==> src/inc/boot_sel_pkg.sv <==
// package: constants, enums and carrier structs for the boot-area selector
package boot_sel_pkg;

  // ---------------------------------------------------------------------------
  // option codes
  // ---------------------------------------------------------------------------
  localparam logic [7:0] code_disabled = 8'hc3;
  localparam logic [7:0] code_enabled  = 8'hb4;
  localparam int         sel_msb       = 29;
  localparam int         sel_lsb       = 22;
  localparam int         vec_lsb       = 8;
  localparam logic [23:0] ns_vec_reset = 24'h080000;
  localparam logic [23:0] s_vec_reset  = 24'h0c0000;
  localparam logic [7:0]  sel_reset    = 8'hc3;

  // ---------------------------------------------------------------------------
  // register map (byte offsets)
  // ---------------------------------------------------------------------------
  localparam logic [7:0] off_status   = 8'h00;
  localparam logic [7:0] off_address  = 8'h04;
  localparam logic [7:0] off_hide     = 8'h08;
  localparam logic [7:0] off_ns_vec   = 8'h0c;
  localparam logic [7:0] off_s_vec    = 8'h10;
  localparam logic [7:0] off_ack      = 8'h14;
  localparam int         hide_w       = 8;
  localparam logic [7:0] hide_reset   = 8'h01;

  typedef enum logic [2:0] {
    st_open         = 3'b000,
    st_provisioning = 3'b001,
    st_provisioned  = 3'b010,
    st_trust_closed = 3'b011,
    st_closed       = 3'b100,
    st_locked       = 3'b101
  } life_state_t;

  typedef enum logic [1:0] {
    area_user_flash  = 2'b00,
    area_bootloader  = 2'b01,
    area_root_secure = 2'b10,
    area_customer_rot = 2'b11
  } boot_area_t;

  typedef enum logic [1:0] {
    ph_reset = 2'b00,
    ph_load  = 2'b01,
    ph_run   = 2'b10
  } phase_t;

  typedef struct packed {
    logic [7:0]  trust_partition_enable;
    logic [31:0] option_status_word;
    logic [23:0] nonsecure_boot_vector;
    logic [23:0] secure_boot_vector;
    life_state_t life_state;
  } options_t;

  typedef struct packed {
    boot_area_t  area;
    logic [31:0] address;
    logic        trust_on;
  } boot_choice_t;

endpackage : boot_sel_pkg

==> src/hdl/secure_boot_area_select.sv <==
// secure boot-area selector with apb status port
`timescale 1ns/1ps

// Summary of operation
// - trust off, open state, pin low boots from the nonsecure vector.
// - trust on, open state, pin low boots from the secure vector.
// - trust off, open state, pin high boots the system bootloader.
// - provisioning state always boots the root secure services area.
// - with selector, trust on, open, pin high: 0xb4 bootloader, 0xc3 rot.
// - the selector is bits 29 to 22 of the option status word.
// - with selector, trust on, later states: 0xc3 rot, 0xb4 secure vector.
// - trust off in later states always boots from the nonsecure vector.
// - without selector, trust on: open pin high bootloader, else secure.
// - boot vectors supply only bits 31 to 8, so low byte is zero.
// - factory vectors are 0x08000000 nonsecure and 0x0c000000 secure.
// - a debug request at boot launches debug authentication.
// - each boot loads the initial hide-protection level before running.
module secure_boot_area_select #(
  parameter bit has_selector = 1'b1
) (
  input  wire logic                   clk_in,
  input  wire logic                   nrst_in,
  input  wire logic                   ce_in,
  input  wire logic                   boot_select_pin_in,
  input  wire logic                   dbg_req_in,
  input  wire boot_sel_pkg::options_t opt_in,
  input  wire logic [7:0]             hide_init_in,
  input  wire logic                   psel_in,
  input  wire logic                   penable_in,
  input  wire logic                   pwrite_in,
  input  wire logic [7:0]             paddr_in,
  input  wire logic [31:0]            pwdata_in,
  output logic [31:0]                 prdata_out,
  output logic                        pready_out,
  output logic                        pslverr_out,
  output boot_sel_pkg::boot_choice_t  choice_out,
  output logic                        boot_done_out,
  output logic                        dbg_auth_start_out,
  output logic [7:0]                  hide_level_out
);

  // ---------------------------------------------------------------------------
  // sampled settings
  // ---------------------------------------------------------------------------
  boot_sel_pkg::phase_t       phase_reg;
  boot_sel_pkg::phase_t       phase_next;
  boot_sel_pkg::options_t     opt_reg;
  logic                       pin_reg;
  logic                       dbg_reg;
  boot_sel_pkg::boot_choice_t choice_reg;
  logic [7:0]                 hide_reg;
  logic                       dbg_start_reg;
  logic                       dbg_ack_reg;
  logic [31:0]                rdata_reg;

  // defaults model factory state until the first sample after reset
  boot_sel_pkg::options_t opt_default;
  assign opt_default = '{
    trust_partition_enable: boot_sel_pkg::code_disabled,
    option_status_word:     {2'b00, boot_sel_pkg::sel_reset, 22'h000000},
    nonsecure_boot_vector:  boot_sel_pkg::ns_vec_reset,
    secure_boot_vector:     boot_sel_pkg::s_vec_reset,
    life_state:             boot_sel_pkg::st_open
  };

  // ---------------------------------------------------------------------------
  // boot decision
  // ---------------------------------------------------------------------------
  function automatic boot_sel_pkg::boot_choice_t decide(
    input boot_sel_pkg::options_t o,
    input logic                   pin,
    input bit                     sel_variant
  );
    logic [7:0]                 sel;
    logic                       trust_off;
    logic                       sel_secure;
    logic [31:0]                ns_addr;
    logic [31:0]                s_addr;
    boot_sel_pkg::boot_choice_t c;
    sel        = o.option_status_word[boot_sel_pkg::sel_msb:
                                      boot_sel_pkg::sel_lsb];
    // anything but the disable code counts as trust on
    trust_off  = (o.trust_partition_enable == boot_sel_pkg::code_disabled);
    sel_secure = (sel == boot_sel_pkg::code_enabled);
    ns_addr    = {o.nonsecure_boot_vector, 8'h00};
    s_addr     = {o.secure_boot_vector, 8'h00};
    c.trust_on = !trust_off;
    c.address  = ns_addr;
    c.area     = boot_sel_pkg::area_user_flash;
    if (o.life_state == boot_sel_pkg::st_provisioning) begin
      c.area    = boot_sel_pkg::area_root_secure;
      c.address = 32'h00000000;
    end else if (trust_off) begin
      if (o.life_state == boot_sel_pkg::st_open && pin) begin
        c.area    = boot_sel_pkg::area_bootloader;
        c.address = 32'h00000000;
      end else begin
        c.address = ns_addr;
      end
    end else if (o.life_state == boot_sel_pkg::st_open) begin
      if (!pin) begin
        c.address = s_addr;
      end else if (!sel_variant || sel_secure) begin
        c.area    = boot_sel_pkg::area_bootloader;
        c.address = 32'h00000000;
      end else begin
        c.area    = boot_sel_pkg::area_customer_rot;
        c.address = 32'h00000000;
      end
    end else if (!sel_variant || sel_secure) begin
      c.address = s_addr;
    end else begin
      c.area    = boot_sel_pkg::area_customer_rot;
      c.address = 32'h00000000;
    end
    return c;
  endfunction : decide

  // ---------------------------------------------------------------------------
  // boot sequencing
  // ---------------------------------------------------------------------------
  always_comb begin
    case (phase_reg)
      boot_sel_pkg::ph_reset: phase_next = boot_sel_pkg::ph_load;
      boot_sel_pkg::ph_load:  phase_next = boot_sel_pkg::ph_run;
      boot_sel_pkg::ph_run:   phase_next = boot_sel_pkg::ph_run;
      default:                phase_next = boot_sel_pkg::ph_reset;
    endcase
  end

  wire sample_now = (phase_reg == boot_sel_pkg::ph_reset);
  wire load_now   = (phase_reg == boot_sel_pkg::ph_load);

  // sampling only in the first cycle after release keeps the choice stable
  always_ff @(posedge clk_in) begin
    if (!nrst_in) begin
      phase_reg <= boot_sel_pkg::ph_reset;
      opt_reg   <= opt_default;
      pin_reg   <= 1'b0;
      dbg_reg   <= 1'b0;
    end else if (ce_in) begin
      phase_reg <= phase_next;
      if (sample_now) begin
        opt_reg <= opt_in;
        pin_reg <= boot_select_pin_in;
        dbg_reg <= dbg_req_in;
      end
    end
  end

  always_ff @(posedge clk_in) begin
    if (!nrst_in) begin
      choice_reg <= '0;
      hide_reg   <= boot_sel_pkg::hide_reset;
    end else if (ce_in && load_now) begin
      choice_reg <= decide(opt_reg, pin_reg, has_selector);
      hide_reg   <= hide_init_in;
    end
  end

  // ---------------------------------------------------------------------------
  // apb slave
  // ---------------------------------------------------------------------------
  wire apb_access = psel_in && penable_in;
  wire apb_wr     = apb_access && pwrite_in;
  wire apb_rd     = apb_access && !pwrite_in;
  wire ack_write  = apb_wr && (paddr_in == boot_sel_pkg::off_ack);
  wire hit_status = (paddr_in == boot_sel_pkg::off_status);
  wire hit_addr   = (paddr_in == boot_sel_pkg::off_address);
  wire hit_hide   = (paddr_in == boot_sel_pkg::off_hide);
  wire hit_ns     = (paddr_in == boot_sel_pkg::off_ns_vec);
  wire hit_s      = (paddr_in == boot_sel_pkg::off_s_vec);
  wire hit_any    = hit_status || hit_addr || hit_hide || hit_ns ||
                    hit_s || (paddr_in == boot_sel_pkg::off_ack);
  wire running    = (phase_reg == boot_sel_pkg::ph_run);

  // debug start: pulse-free level until software acknowledges it
  always_ff @(posedge clk_in) begin
    if (!nrst_in) begin
      dbg_start_reg <= 1'b0;
      dbg_ack_reg   <= 1'b0;
    end else if (ce_in) begin
      if (load_now && dbg_reg) begin
        dbg_start_reg <= 1'b1;
      end else if (ack_write && pwdata_in[0]) begin
        dbg_start_reg <= 1'b0;
        dbg_ack_reg   <= 1'b1;
      end
    end
  end

  logic [31:0] rd_mux;
  assign rd_mux =
    hit_status ? {24'h000000, dbg_ack_reg, dbg_start_reg, running,
                  choice_reg.trust_on, 2'b00, choice_reg.area} :
    hit_addr   ? choice_reg.address :
    hit_hide   ? {24'h000000, hide_reg} :
    hit_ns     ? {opt_reg.nonsecure_boot_vector, 8'h00} :
    hit_s      ? {opt_reg.secure_boot_vector, 8'h00} :
    32'h00000000;

  always_ff @(posedge clk_in) begin
    if (!nrst_in) begin
      rdata_reg <= 32'h00000000;
    end else if (ce_in && psel_in && !penable_in && !pwrite_in) begin
      rdata_reg <= rd_mux;
    end
  end

  assign pready_out         = 1'b1;
  assign pslverr_out        = apb_access && !hit_any;
  assign prdata_out         = apb_rd ? rdata_reg : 32'h00000000;
  assign choice_out         = running ? choice_reg : '0;
  assign boot_done_out      = running;
  assign dbg_auth_start_out = dbg_start_reg;
  assign hide_level_out     = hide_reg;

endmodule : secure_boot_area_select

==> config.mk <==
export PLATFORM = sky130hd
export DESIGN_NAME = secure_boot_area_select
export DESIGN_NICKNAME = d
export VERILOG_FILES = /design/src/inc/boot_sel_pkg.sv /design/src/hdl/secure_boot_area_select.sv
export SDC_FILE = /design/constraint.sdc
export NUM_CORES = 1
export LEC_CHECK = 0
export BUFFER_PORTS_ARGS = -buffer_cell sky130_fd_sc_hd__buf_2
export CAP_MARGIN = 20
export CORE_AREA = 2 2 117 107
export CTS_CLUSTER_SIZE = 14
export DETAILED_ROUTE_END_ITERATION = 8
export DIE_AREA = 0 0 119 109
export PLACE_DENSITY = 0.91
export SLEW_MARGIN = 10
export SYNTH_ARGS = -nofsm -noshare
export SYNTH_HDL_FRONTEND = slang
export SYNTH_SLANG_ARGS = --single-unit
==> constraint.sdc <==
create_clock -name clk_in -period 2.7 [get_ports clk_in]
set_input_delay 0.135 -clock clk_in [delete_from_list [all_inputs] [get_ports clk_in]]
set_output_delay 0.135 -clock clk_in [all_outputs]
set_load 0.02 [all_outputs]
==> flow_metrics.tcl, run 1 <==
set metrics [dict create \
    synth_flop_cell "sky130_fd_sc_hd__dfxtp_1" \
    port-buffer-count 161 \
    cellPowerDensity_nw_per_um2 602 \
    setup_tns_ns 0 \
    rsz0062_at_grt "false" \
    rows 38 \
    fp.dieH_um 109 \
    post_synth_xor_area_fraction_pct 0 \
    wl_mm 19.5 \
    total_congestion_overflow 0 \
    core-area_um2 11800 \
    setup_viol_count_final 0 \
    multi_input_gate_area_um2 3120 \
    pin_count 226 \
    synth_compound_area_share_pct 19.5 \
    setup_crit_path_kind "reg -> out" \
    drcViolationCount 0 \
    max-clock-path-buffers 2 \
    clock_buffers_created_by_tritoncts 17 \
    syn-instance-count 756 \
    n_fill_cell 865 \
    clk_latency_ns 0.41 \
    synth-async-reset-ratio_pct 0 \
    synth_adder_area_share_pct 0.806 \
    timing_worst_slew_pin_value_ns 0.847 \
    cts_hold_buffers 77 \
    path_clk_slew_ns 0.06 \
    synth.largest_area_cell "sky130_fd_sc_hd__dfxtp_1" \
    irDropWorstVdd_mv 0.475 \
    netlist-cell-type-count 43 \
    ys.warnings.count 0 \
    layout-drive-gt1-share_pct 22.3 \
    h-tree-depth 4 \
    final_nets 1118 \
    setup.worst_path.end_class "primary output" \
    ant_nets 0 \
    post-synth-top-area-fraction_pct 45.1 \
    synth_mux_area_share_pct 1.29 \
    holdCritPathClass "in -> reg" \
    dpl_wire_length_mm 11.2 \
    drt_first_iter_violations 691 \
    timing.clock.skew_ns 0.0103 \
    fmax_mhz 451 \
    finish.cell_count_without_fillers 1142 \
    post_synth_and_or_nand_nor_area_fraction_pct 27.6 \
    routabilityCongestion 0.842 \
    grt_start_max_net_pins 79 \
    run_status "completed" \
    post_synth.cell_area_avg_um2 8.21 \
    initial_core_utilization_pct 52.5 \
    maxCapViolations 0 \
    critPathArrivalTime_ns 2.08 \
    area_growth_syn_to_layout_pct 35.2 \
    top_post_synthesis_cells_by_area "sky130_fd_sc_hd__dfxtp_1 45%, sky130_fd_sc_hd__nand2_1 11%, sky130_fd_sc_hd__a21oi_1 7.5%, sky130_fd_sc_hd__and2_1 6.0%, sky130_fd_sc_hd__a221o_1 3.9%" \
    seqCellArea_um2 2800 \
    worst_ep_required_time_ns 2.57 \
    numClockSinks 140 \
    drtPass1Iterations 6 \
    hold_viol_final 0 \
    first_pass_grt_wire_length_mm 30.6 \
    largest_family_of_logic_cells_by_synthesized_area "simple AND/OR/NAND/NOR gates" \
    postLayoutCoreUtil_pct 70.9 \
    vias 6455 \
    design.die.area_um2 13000 \
    fin_crit_sh_pct 82.0 \
    power.static_leakage_uw 0.00378 \
    postCtsSetupRepairBufs 0 \
    gr-usage-all-layers_pct 30.1 \
    flip_flop_count_of_the_largest_register_all_copies_and_words_added 67 \
    antenna_found_initial 4 \
    number_of_global_route_vias_before_repair 6178 \
    crit_fanout 15 \
    sequential_element_share_of_the_synthesized_area_pct 45.1 \
    tritoncts "built" \
    die_w_um 119 \
    layout_min_cycle_time_ns 2.22 \
    rrSetupSlack_ns 0.54 \
    timing_max_transition_violations_final 0 \
    synth_area_um2 6210 \
    avgViaCountPerCell 5.65 \
    clock-root-buffer "sky130_fd_sc_hd__clkbuf_16" \
    postSynthRegisterBits 140 \
    worst_setup_path_start_kind "flip-flop" \
    numPlacedInstances 1031 \
    worst_slew_margin_rel_pct 43.5 \
    wl_per_cell_um 17.1 \
    edff_count_synth 0 \
    ctsResizeCount 0 \
]
## worst max-delay path: stages, from the launching register on
cell                      delay, ns
sky130_fd_sc_hd__dfxtp_1       0.33
sky130_fd_sc_hd__inv_1         0.12
sky130_fd_sc_hd__ha_1          0.50
sky130_fd_sc_hd__buf_4         0.33
sky130_fd_sc_hd__and2_1        0.21
sky130_fd_sc_hd__buf_2         0.18
## power by group
part | leakage (uW) | internal, uW | switching [uW]
sequential | 0.00114 | 2170 | 79.4
combinational | 0.00238 | 285 | 389
clock | 0.000255 | 1300 | 831
total | 0.00378 | 3760 | 1300
## layout make-up
cell class	instances	share of cell area [%]
clock inverters	7	0.805
multi-input cells	551	37.1
clock buffers	23	5.57
flip-flops and latches	140	33.4
repair buffers	254	20.5
well taps	160	2.38
inverters	3	0.134
diodes	4	0.119
## cells by family after synthesis
group / after synthesis
simple gates: 349
compound gates: 181
flops: 140
buf+inv: 72
mux: 8
fa+ha+maj: 4
other cells: 2
## worst paths after layout
path | startpoint | endpoint | depth (start not counted)
worst min-delay path | ce_in | phase_reg[0] | 3
worst max-delay path | phase_reg[0] | choice_out[31] | 5
worst max register to register | phase_reg[1] | choice_reg[24] | 7
worst min register to register | rdata_reg[28] | rdata_reg[28] | 2
## placed cells by master (no fill, tap or decap), drive strengths merged, types with 3 or more instances in the layout
master / synthesis / final
ha: 4 / 4
diode: 0 / 4
and2: 61 / 61
buf: 27 / 177
nand3: 15 / 15
a221o: 24 / 24
o31ai: 24 / 24
mux2i: 8 / 8
clkinvlp: 0 / 3
inv: 2 / 3
dlygate4sd3: 0 / 77
nand2: 187 / 187
dfxtp: 140 / 140
nand4: 3 / 3
conb: 2 / 9
a21oi: 93 / 93
and3: 24 / 24
nand2b: 24 / 24
nor3: 3 / 3
nor2: 21 / 21
a2bb2oi: 8 / 8
a22oi: 24 / 24
clkbuf: 42 / 23
clkinv: 1 / 3
## cell usage after synthesis (all sizes together), types with 2 or more instances
cell type	count
and2	61
nand3	15
a21oi	93
nor2	21
conb	2
nand4bb	2
nand2	187
a22oi	24
inv	2
a221o	24
o311ai	2
dfxtp	140
nor3	3
and3	24
nor4bb	2
clkbuf	42
a2bb2oi	8
ha	4
nand4	3
a31oi	2
mux2i	8
o31ai	24
nand2b	24
buf	27
## through the flow
| step | hold slack (ns) | power [uW] | worst slack [ns] | instance area (um2) |
|---|---|---|---|---|
| 3_3_place_gp | 0.345 | 2830 | 0.811 | 7080 |
| 6_report | 0.162 | 5060 | 0.485 | 8400 |
| 4_1_cts | 0.131 | 5030 | 0.538 | 8390 |
| 2_1_floorplan | 0.259 | 2650 | 1.01 | 6240 |
| 5_1_grt | 0.140 | 5250 | 0.417 | 8400 |
| 3_5_place_dp | 0.348 | 2850 | 0.709 | 7080 |
## layer usage
layer,part of all wire (%),GRT usage [%],vias up
li1,-,-,3013
met1,39,35.7,2950
met2,48,51.8,418
met3,9.9,8.32,74
met4,3.3,12.9,0
met5,0,0,-
Power figures use the tool's default switching activity.
==> run 2, diff against run 1 <==
--- a/config.mk
+++ b/config.mk
@@ -7,11 +7,11 @@
 export LEC_CHECK = 0
 export BUFFER_PORTS_ARGS = -buffer_cell sky130_fd_sc_hd__buf_2
 export CAP_MARGIN = 20
-export CORE_AREA = 2 2 117 107
+export CORE_AREA = 2 2 121 111
 export CTS_CLUSTER_SIZE = 14
 export DETAILED_ROUTE_END_ITERATION = 8
-export DIE_AREA = 0 0 119 109
-export PLACE_DENSITY = 0.91
+export DIE_AREA = 0 0 123 113
+export PLACE_DENSITY = 0.86
 export SLEW_MARGIN = 10
 export SYNTH_ARGS = -nofsm -noshare
 export SYNTH_HDL_FRONTEND = slang
==> constraint.sdc (replaced) <==
create_clock -name clk_in -period 2.2 [get_ports clk_in]
set_input_delay 0.11 -clock clk_in [delete_from_list [all_inputs] [get_ports clk_in]]
set_output_delay 0.11 -clock clk_in [all_outputs]
set_load 0.02 [all_outputs]
==> run 2 against run 1 <==
  * Critical path type is now reg -> reg
  * Non-clock buffer count is 1 lower
  * Highest routed layer unchanged
  * Utilization is 3.2 points lower
  * First-iteration DRC count is 11% lower
  * Critical path depth is 1 lower
  * Via count hardly changed
  * Routed wire length is 3.4% higher
  * Power is 31% higher
==> flow_metrics.tcl, run 2 (same netlist as run 1, synthesis figures left out) <==
set metrics [dict create \
    avgViaCountPerCell 5.64 \
    fp.dieH_um 113 \
    routabilityCongestion 0.791 \
    gr-usage-all-layers_pct 29.3 \
    antenna_found_initial 0 \
    timing_worst_slew_pin_value_ns 0.851 \
    setup_viol_count_final 0 \
    run_status "completed" \
    holdCritStartpoint "ce_in" \
    rrSetupSlack_ns 0.08 \
    grt_start_max_net_pins 79 \
    drcViolationCount 0 \
    fin_total_pwr_uw 6620 \
    timing_max_transition_violations_final 0 \
    setup_crit_path_kind "reg -> reg" \
    critPathArrivalTime_ns 2.47 \
    worst_ep_required_time_ns 2.55 \
    rows 39 \
    power.static_leakage_uw 0.00385 \
    numPlacedInstances 1033 \
    max-clock-path-buffers 2 \
    worst_slew_margin_rel_pct 43.3 \
    dpl_wire_length_mm 11.0 \
    fin_crit_sh_pct 96.2 \
    pin_count 226 \
    fin_hold_ws_ns 0.139 \
    irDropWorstVdd_mv 0.573 \
    vias 6449 \
    port-buffer-count 161 \
    layout-drive-gt1-share_pct 22.9 \
    numClockSinks 140 \
    dpl-instance-area_um2 7080 \
    core-area_um2 12600 \
    hold-path-cell-count 3 \
    postLayoutCoreUtil_pct 67.7 \
    h-tree-depth 4 \
    tritoncts "built" \
    holdPathEnd "phase_reg[1]" \
    layout.cells.most_common "sky130_fd_sc_hd__nand2_1" \
    critical_path.reg2reg.endpoint "choice_reg[14]" \
    drt_first_iter_violations 613 \
    path_clk_slew_ns 0.06 \
    design.die.area_um2 13900 \
    clock_buffers_created_by_tritoncts 17 \
    ant_nets 0 \
    reg2reg_depth 4 \
    holdCritPathClass "in -> reg" \
    clk_latency_ns 0.41 \
    number_of_global_route_vias_before_repair 6355 \
    first_pass_grt_wire_length_mm 31.6 \
    initial_core_utilization_pct 49.3 \
    setup.worst_path.end_class "flip-flop" \
    wl_per_cell_um 17.6 \
    maxCapViolations 0 \
    rsz0062_at_grt "false" \
    regToRegStartpoint "opt_reg[78]" \
    area_growth_syn_to_layout_pct 37.3 \
    final_nets 1118 \
    num_antenna_cells 0 \
    crit_fanout 12 \
    die_w_um 123 \
    layout_min_cycle_time_ns 2.12 \
    finish.cell_count_without_fillers 1144 \
    clock-root-buffer "sky130_fd_sc_hd__clkbuf_16" \
    wl_mm 20.1 \
    fmax_mhz 472 \
    timing.clock.skew_ns 0.00696 \
    flip_flop_count_of_the_largest_register_all_copies_and_words_added 67 \
    worst_setup_path_start_kind "flip-flop" \
    cellPowerDensity_nw_per_um2 777 \
    layout_common_cells "186 x sky130_fd_sc_hd__nand2_1, 161 x sky130_fd_sc_hd__buf_2, 140 x sky130_fd_sc_hd__dfxtp_1" \
    drtPass1Iterations 5 \
    final_cell_area_um2 8530 \
    hold_viol_final 0 \
    total_congestion_overflow 0 \
]
## run 2: cell count changes in the layout (fill, tap and decap cells not counted), sizes merged
cell,before,now
diode,4,0
clkbuf,23,22
buf,177,176
inv,3,4
nor3,3,4
bufinv,1,3
clkinv,3,5
clkinvlp,3,1
## run 2: per-layer routing
metal,vias to the layer above,GRT usage [%],wire length [um]
li1,3013,-,-
met1,2974,35.3,7800
met2,395,47.7,9570
met3,67,8.06,2020
met4,0,14.8,761
met5,-,0,0
## run 2: worst max path at each step
stage	from	to	depth (start not counted)
3_3_place_gp	phase_reg[1]	choice_reg[17]	6
6_report	opt_reg[78]	choice_reg[14]	4
2_1_floorplan	phase_reg[1]	choice_reg[12]	7
3_5_place_dp	phase_reg[1]	choice_reg[9]	6
5_1_grt	opt_reg[78]	choice_reg[27]	4
4_1_cts	opt_reg[88]	choice_reg[24]	4
## run 2: repair_timing
| action | in CTS | in global routing |
|---|---|---|
| hold buffers | 77 | 0 |
| gates cloned | 1 | 0 |
| endpoints found under the setup margin | 24 | 24 |
| buffers inserted | 0 | 1 |
| resized for setup | 1 | 1 |
| endpoints found under the hold margin | 77 | 0 |
| pin swaps | 1 | 1 |
## run 2: metrics by stage
step | worst slack (ns) | setup TNS (ns)
after floorplan | 0.514 | 0
after global placement | 0.0257 | 0
after detailed placement | -0.0462 | -0.850
after CTS | 0.116 | 0
after global routing | 0.0381 | 0
final | 0.0835 | 0
## run 2: critical path, cell delays in order, from the launching register on
cell,delay (ns)
sky130_fd_sc_hd__dfxtp_1,0.33
sky130_fd_sc_hd__nor4bb_1,0.44
sky130_fd_sc_hd__a21oi_1,0.32
sky130_fd_sc_hd__nor3_4,0.70
sky130_fd_sc_hd__a221o_1,0.26
## run 2: area by class of cell
class                           count  area, um2
Clock buffer                       22        494
Clock inverter                     10        135
Fill cell                         924       4060
Inverter                            3       11.3
Multi-Input combinational cell    552       3140
Sequential cell                   140       2800
Tap cell                          164        205
Timing Repair Buffer              253       1740
## run 2: power by group
group | total, uW | internal (uW) | switching (uW)
registers | 2760 | 2660 | 97.0
logic | 855 | 354 | 501
clock network | 3010 | 1930 | 1070
total | 6620 | 4950 | 1670
==> run 3, diff against run 2 <==
--- a/config.mk
+++ b/config.mk
@@ -7,11 +7,14 @@
 export LEC_CHECK = 0
 export BUFFER_PORTS_ARGS = -buffer_cell sky130_fd_sc_hd__buf_2
 export CAP_MARGIN = 20
-export CORE_AREA = 2 2 121 111
+export CELL_PAD_IN_SITES_DETAIL_PLACEMENT = 1
+export CELL_PAD_IN_SITES_GLOBAL_PLACEMENT = 1
+export CORE_AREA = 2 2 150 138
 export CTS_CLUSTER_SIZE = 14
 export DETAILED_ROUTE_END_ITERATION = 8
-export DIE_AREA = 0 0 123 113
-export PLACE_DENSITY = 0.86
+export DIE_AREA = 0 0 152 140
+export PLACE_DENSITY = 0.81
+export SETUP_SLACK_MARGIN = 0.4
 export SLEW_MARGIN = 10
 export SYNTH_ARGS = -nofsm -noshare
 export SYNTH_HDL_FRONTEND = slang
==> constraint.sdc (replaced) <==
create_clock -name clk_in -period 1.9 [get_ports clk_in]
set_input_delay 0.095 -clock clk_in [delete_from_list [all_inputs] [get_ports clk_in]]
set_output_delay 0.095 -clock clk_in [all_outputs]
set_load 0.02 [all_outputs]
==> run 3 against run 2 <==
  * Register-to-register slack better by 0.14 ns
  * Sequential power is 17% higher
  * Power is 27% higher
  * Largest power group unchanged
  * Non-clock buffer count is 30 higher
  * Setup slack improved by 0.14 ns
  * Clock skew rose by 0.0016 ns
  * Via count rose by 3.0%
  * Global-route usage decreased by 6.0 points
  * Routed wire length increased by 29%
  * Die area is 53% higher
==> flow_metrics.tcl, run 3 (same netlist as run 1, synthesis figures left out) <==
set metrics [dict create \
    initial_core_utilization_pct 31.6 \
    hold_viol_final 0 \
    power.static_leakage_uw 0.00412 \
    die_w_um 152 \
    routabilityCongestion 0.757 \
    setup_tns_ns 0 \
    number_of_global_route_vias_before_repair 7107 \
    port-buffer-count 161 \
    core-area_um2 19700 \
    holdCritPathClass "in -> reg" \
    clk_latency_ns 0.43 \
    setup.worst_path.end_class "primary output" \
    clock_buffers_created_by_tritoncts 17 \
    critical_path.n_buffers_inverters 3 \
    crit_chain "inv_4 -> ha_4 -> buf_8 -> and2_1 -> buf_4" \
    max_stage_delay_ns 0.36 \
    fp.dieH_um 140 \
    max-clock-path-buffers 2 \
    critical_path.top_delay_family "buffers and inverters" \
    layout-drive-gt1-share_pct 28.9 \
    numClockSinks 140 \
    run_status "completed" \
    design.die.area_um2 21300 \
    avgViaCountPerCell 5.24 \
    maxCapViolations 0 \
    rsz0062_at_grt "true" \
    rows 49 \
    drcViolationCount 0 \
    gr-usage-all-layers_pct 23.3 \
    reg2reg_depth 5 \
    number_of_cells_on_the_critical_path 5 \
    grt_start_max_net_pins 79 \
    critPathArrivalTime_ns 1.58 \
    antenna_found_initial 3 \
    path_clk_slew_ns 0.06 \
    final_cell_area_um2 9360 \
    final_nets 1149 \
    tritoncts "built" \
    critical_path.reg2reg.endpoint "choice_reg[10]" \
    holdCritStartpoint "paddr_in[6]" \
    vias 6645 \
    area_growth_syn_to_layout_pct 50.7 \
    numPlacedInstances 1133 \
    timing.clock.skew_ns 0.00854 \
    cpMaxStageDelayCell "sky130_fd_sc_hd__dfxtp_4" \
    postLayoutCoreUtil_pct 47.5 \
    cellPowerDensity_nw_per_um2 898 \
    worst_slew_margin_rel_pct 38.1 \
    irDropWorstVdd_mv 0.666 \
    startpoint "phase_reg[0]" \
    setup_crit_path_kind "reg -> out" \
    drt_first_iter_violations 383 \
    first_pass_grt_wire_length_mm 38.7 \
    dpl-instance-area_um2 7270 \
    hold-path-cell-count 5 \
    layout.cells.most_common "sky130_fd_sc_hd__nand2_1" \
    finish.cell_count_without_fillers 1269 \
    setup_viol_count_final 0 \
    ant_nets 0 \
    wl_per_cell_um 20.4 \
    fin_total_pwr_uw 8400 \
    drtPass1Iterations 5 \
    flip_flop_count_of_the_largest_register_all_copies_and_words_added 67 \
    clock-root-buffer "sky130_fd_sc_hd__clkbuf_16" \
    pin_count 226 \
    worst_setup_path_start_kind "flip-flop" \
    timing_worst_slew_pin_value_ns 0.928 \
    holdPathEnd "dbg_auth_start_out" \
    timing_max_transition_violations_final 0 \
    total_congestion_overflow 0 \
    dpl_wire_length_mm 14.2 \
    layout_common_cells "176 x sky130_fd_sc_hd__nand2_1, 144 x sky130_fd_sc_hd__buf_2, 134 x sky130_fd_sc_hd__dfxtp_1" \
    fmax_mhz 597 \
    rrSetupSlack_ns 0.23 \
    regToRegStartpoint "opt_reg[76]" \
    wl_mm 26.0 \
    fin_crit_sh_pct 88.1 \
    crit_fanout 14 \
    worst_ep_required_time_ns 1.80 \
    h-tree-depth 4 \
    layout_min_cycle_time_ns 1.67 \
]
run 3: repair_timing:
action	CTS	global route
setup buffers	12	4
hold buffers	77	0
gates resized for setup	56	42
hold endpoints to repair	77	0
endpoints found under the setup margin	108	111
pin swaps	9	14
cloned	4	3
run 3: metal layers:
layer,global-route usage [%],share of wire [%],wire length (um),up-vias
li1,-,-,-,3086
met2,40.5,50,13000,243
met4,9.15,2.8,726,0
met5,0,0,0,-
met3,4.64,4.9,1270,61
met1,28.3,42,11000,3255
run 3: power breakdown:
group | total [uW] | switching [uW] | internal, uW
clock network | 3900 | 1390 | 2510
logic | 1290 | 696 | 589
registers | 3220 | 133 | 3090
total | 8400 | 2220 | 6190
run 3: area by class of cell:
cell class / instances / area, um2
Multi-Input combinational cell: 553 / 3310
Antenna cell: 3 / 7.51
Timing Repair Buffer: 283 / 2210
Clock buffer: 19 / 443
Fill cell: 2335 / 10300
Clock inverter: 13 / 238
Inverter: 3 / 16.3
Tap cell: 255 / 319
Sequential cell: 140 / 2820
run 3: worst register-to-register path: stages (launching register included):
cell                       delay (ns)
sky130_fd_sc_hd__dfxtp_1         0.32
sky130_fd_sc_hd__nor4bb_1        0.43
sky130_fd_sc_hd__a21oi_1         0.18
sky130_fd_sc_hd__nor3_4          0.25
sky130_fd_sc_hd__buf_12          0.22
sky130_fd_sc_hd__a221o_1         0.20
run 3: stage by stage:
stage | hold slack (ns) | setup WS (ns)
2_1_floorplan | 0.219 | 0.405
3_3_place_gp | 0.310 | 0.106
3_5_place_dp | 0.310 | 0.0692
4_1_cts | 0.125 | 0.241
5_1_grt | 0.169 | 0.197
6_report | 0.159 | 0.226
run 3: worst max path at each step:
stage,end,slack (ns)
global placement,choice_reg[17],0.11
global route,choice_reg[10],0.20
CTS,choice_out[20],0.24
floorplan,choice_reg[12],0.40
detailed placement,rdata_reg[27],0.07
finish,choice_out[20],0.23
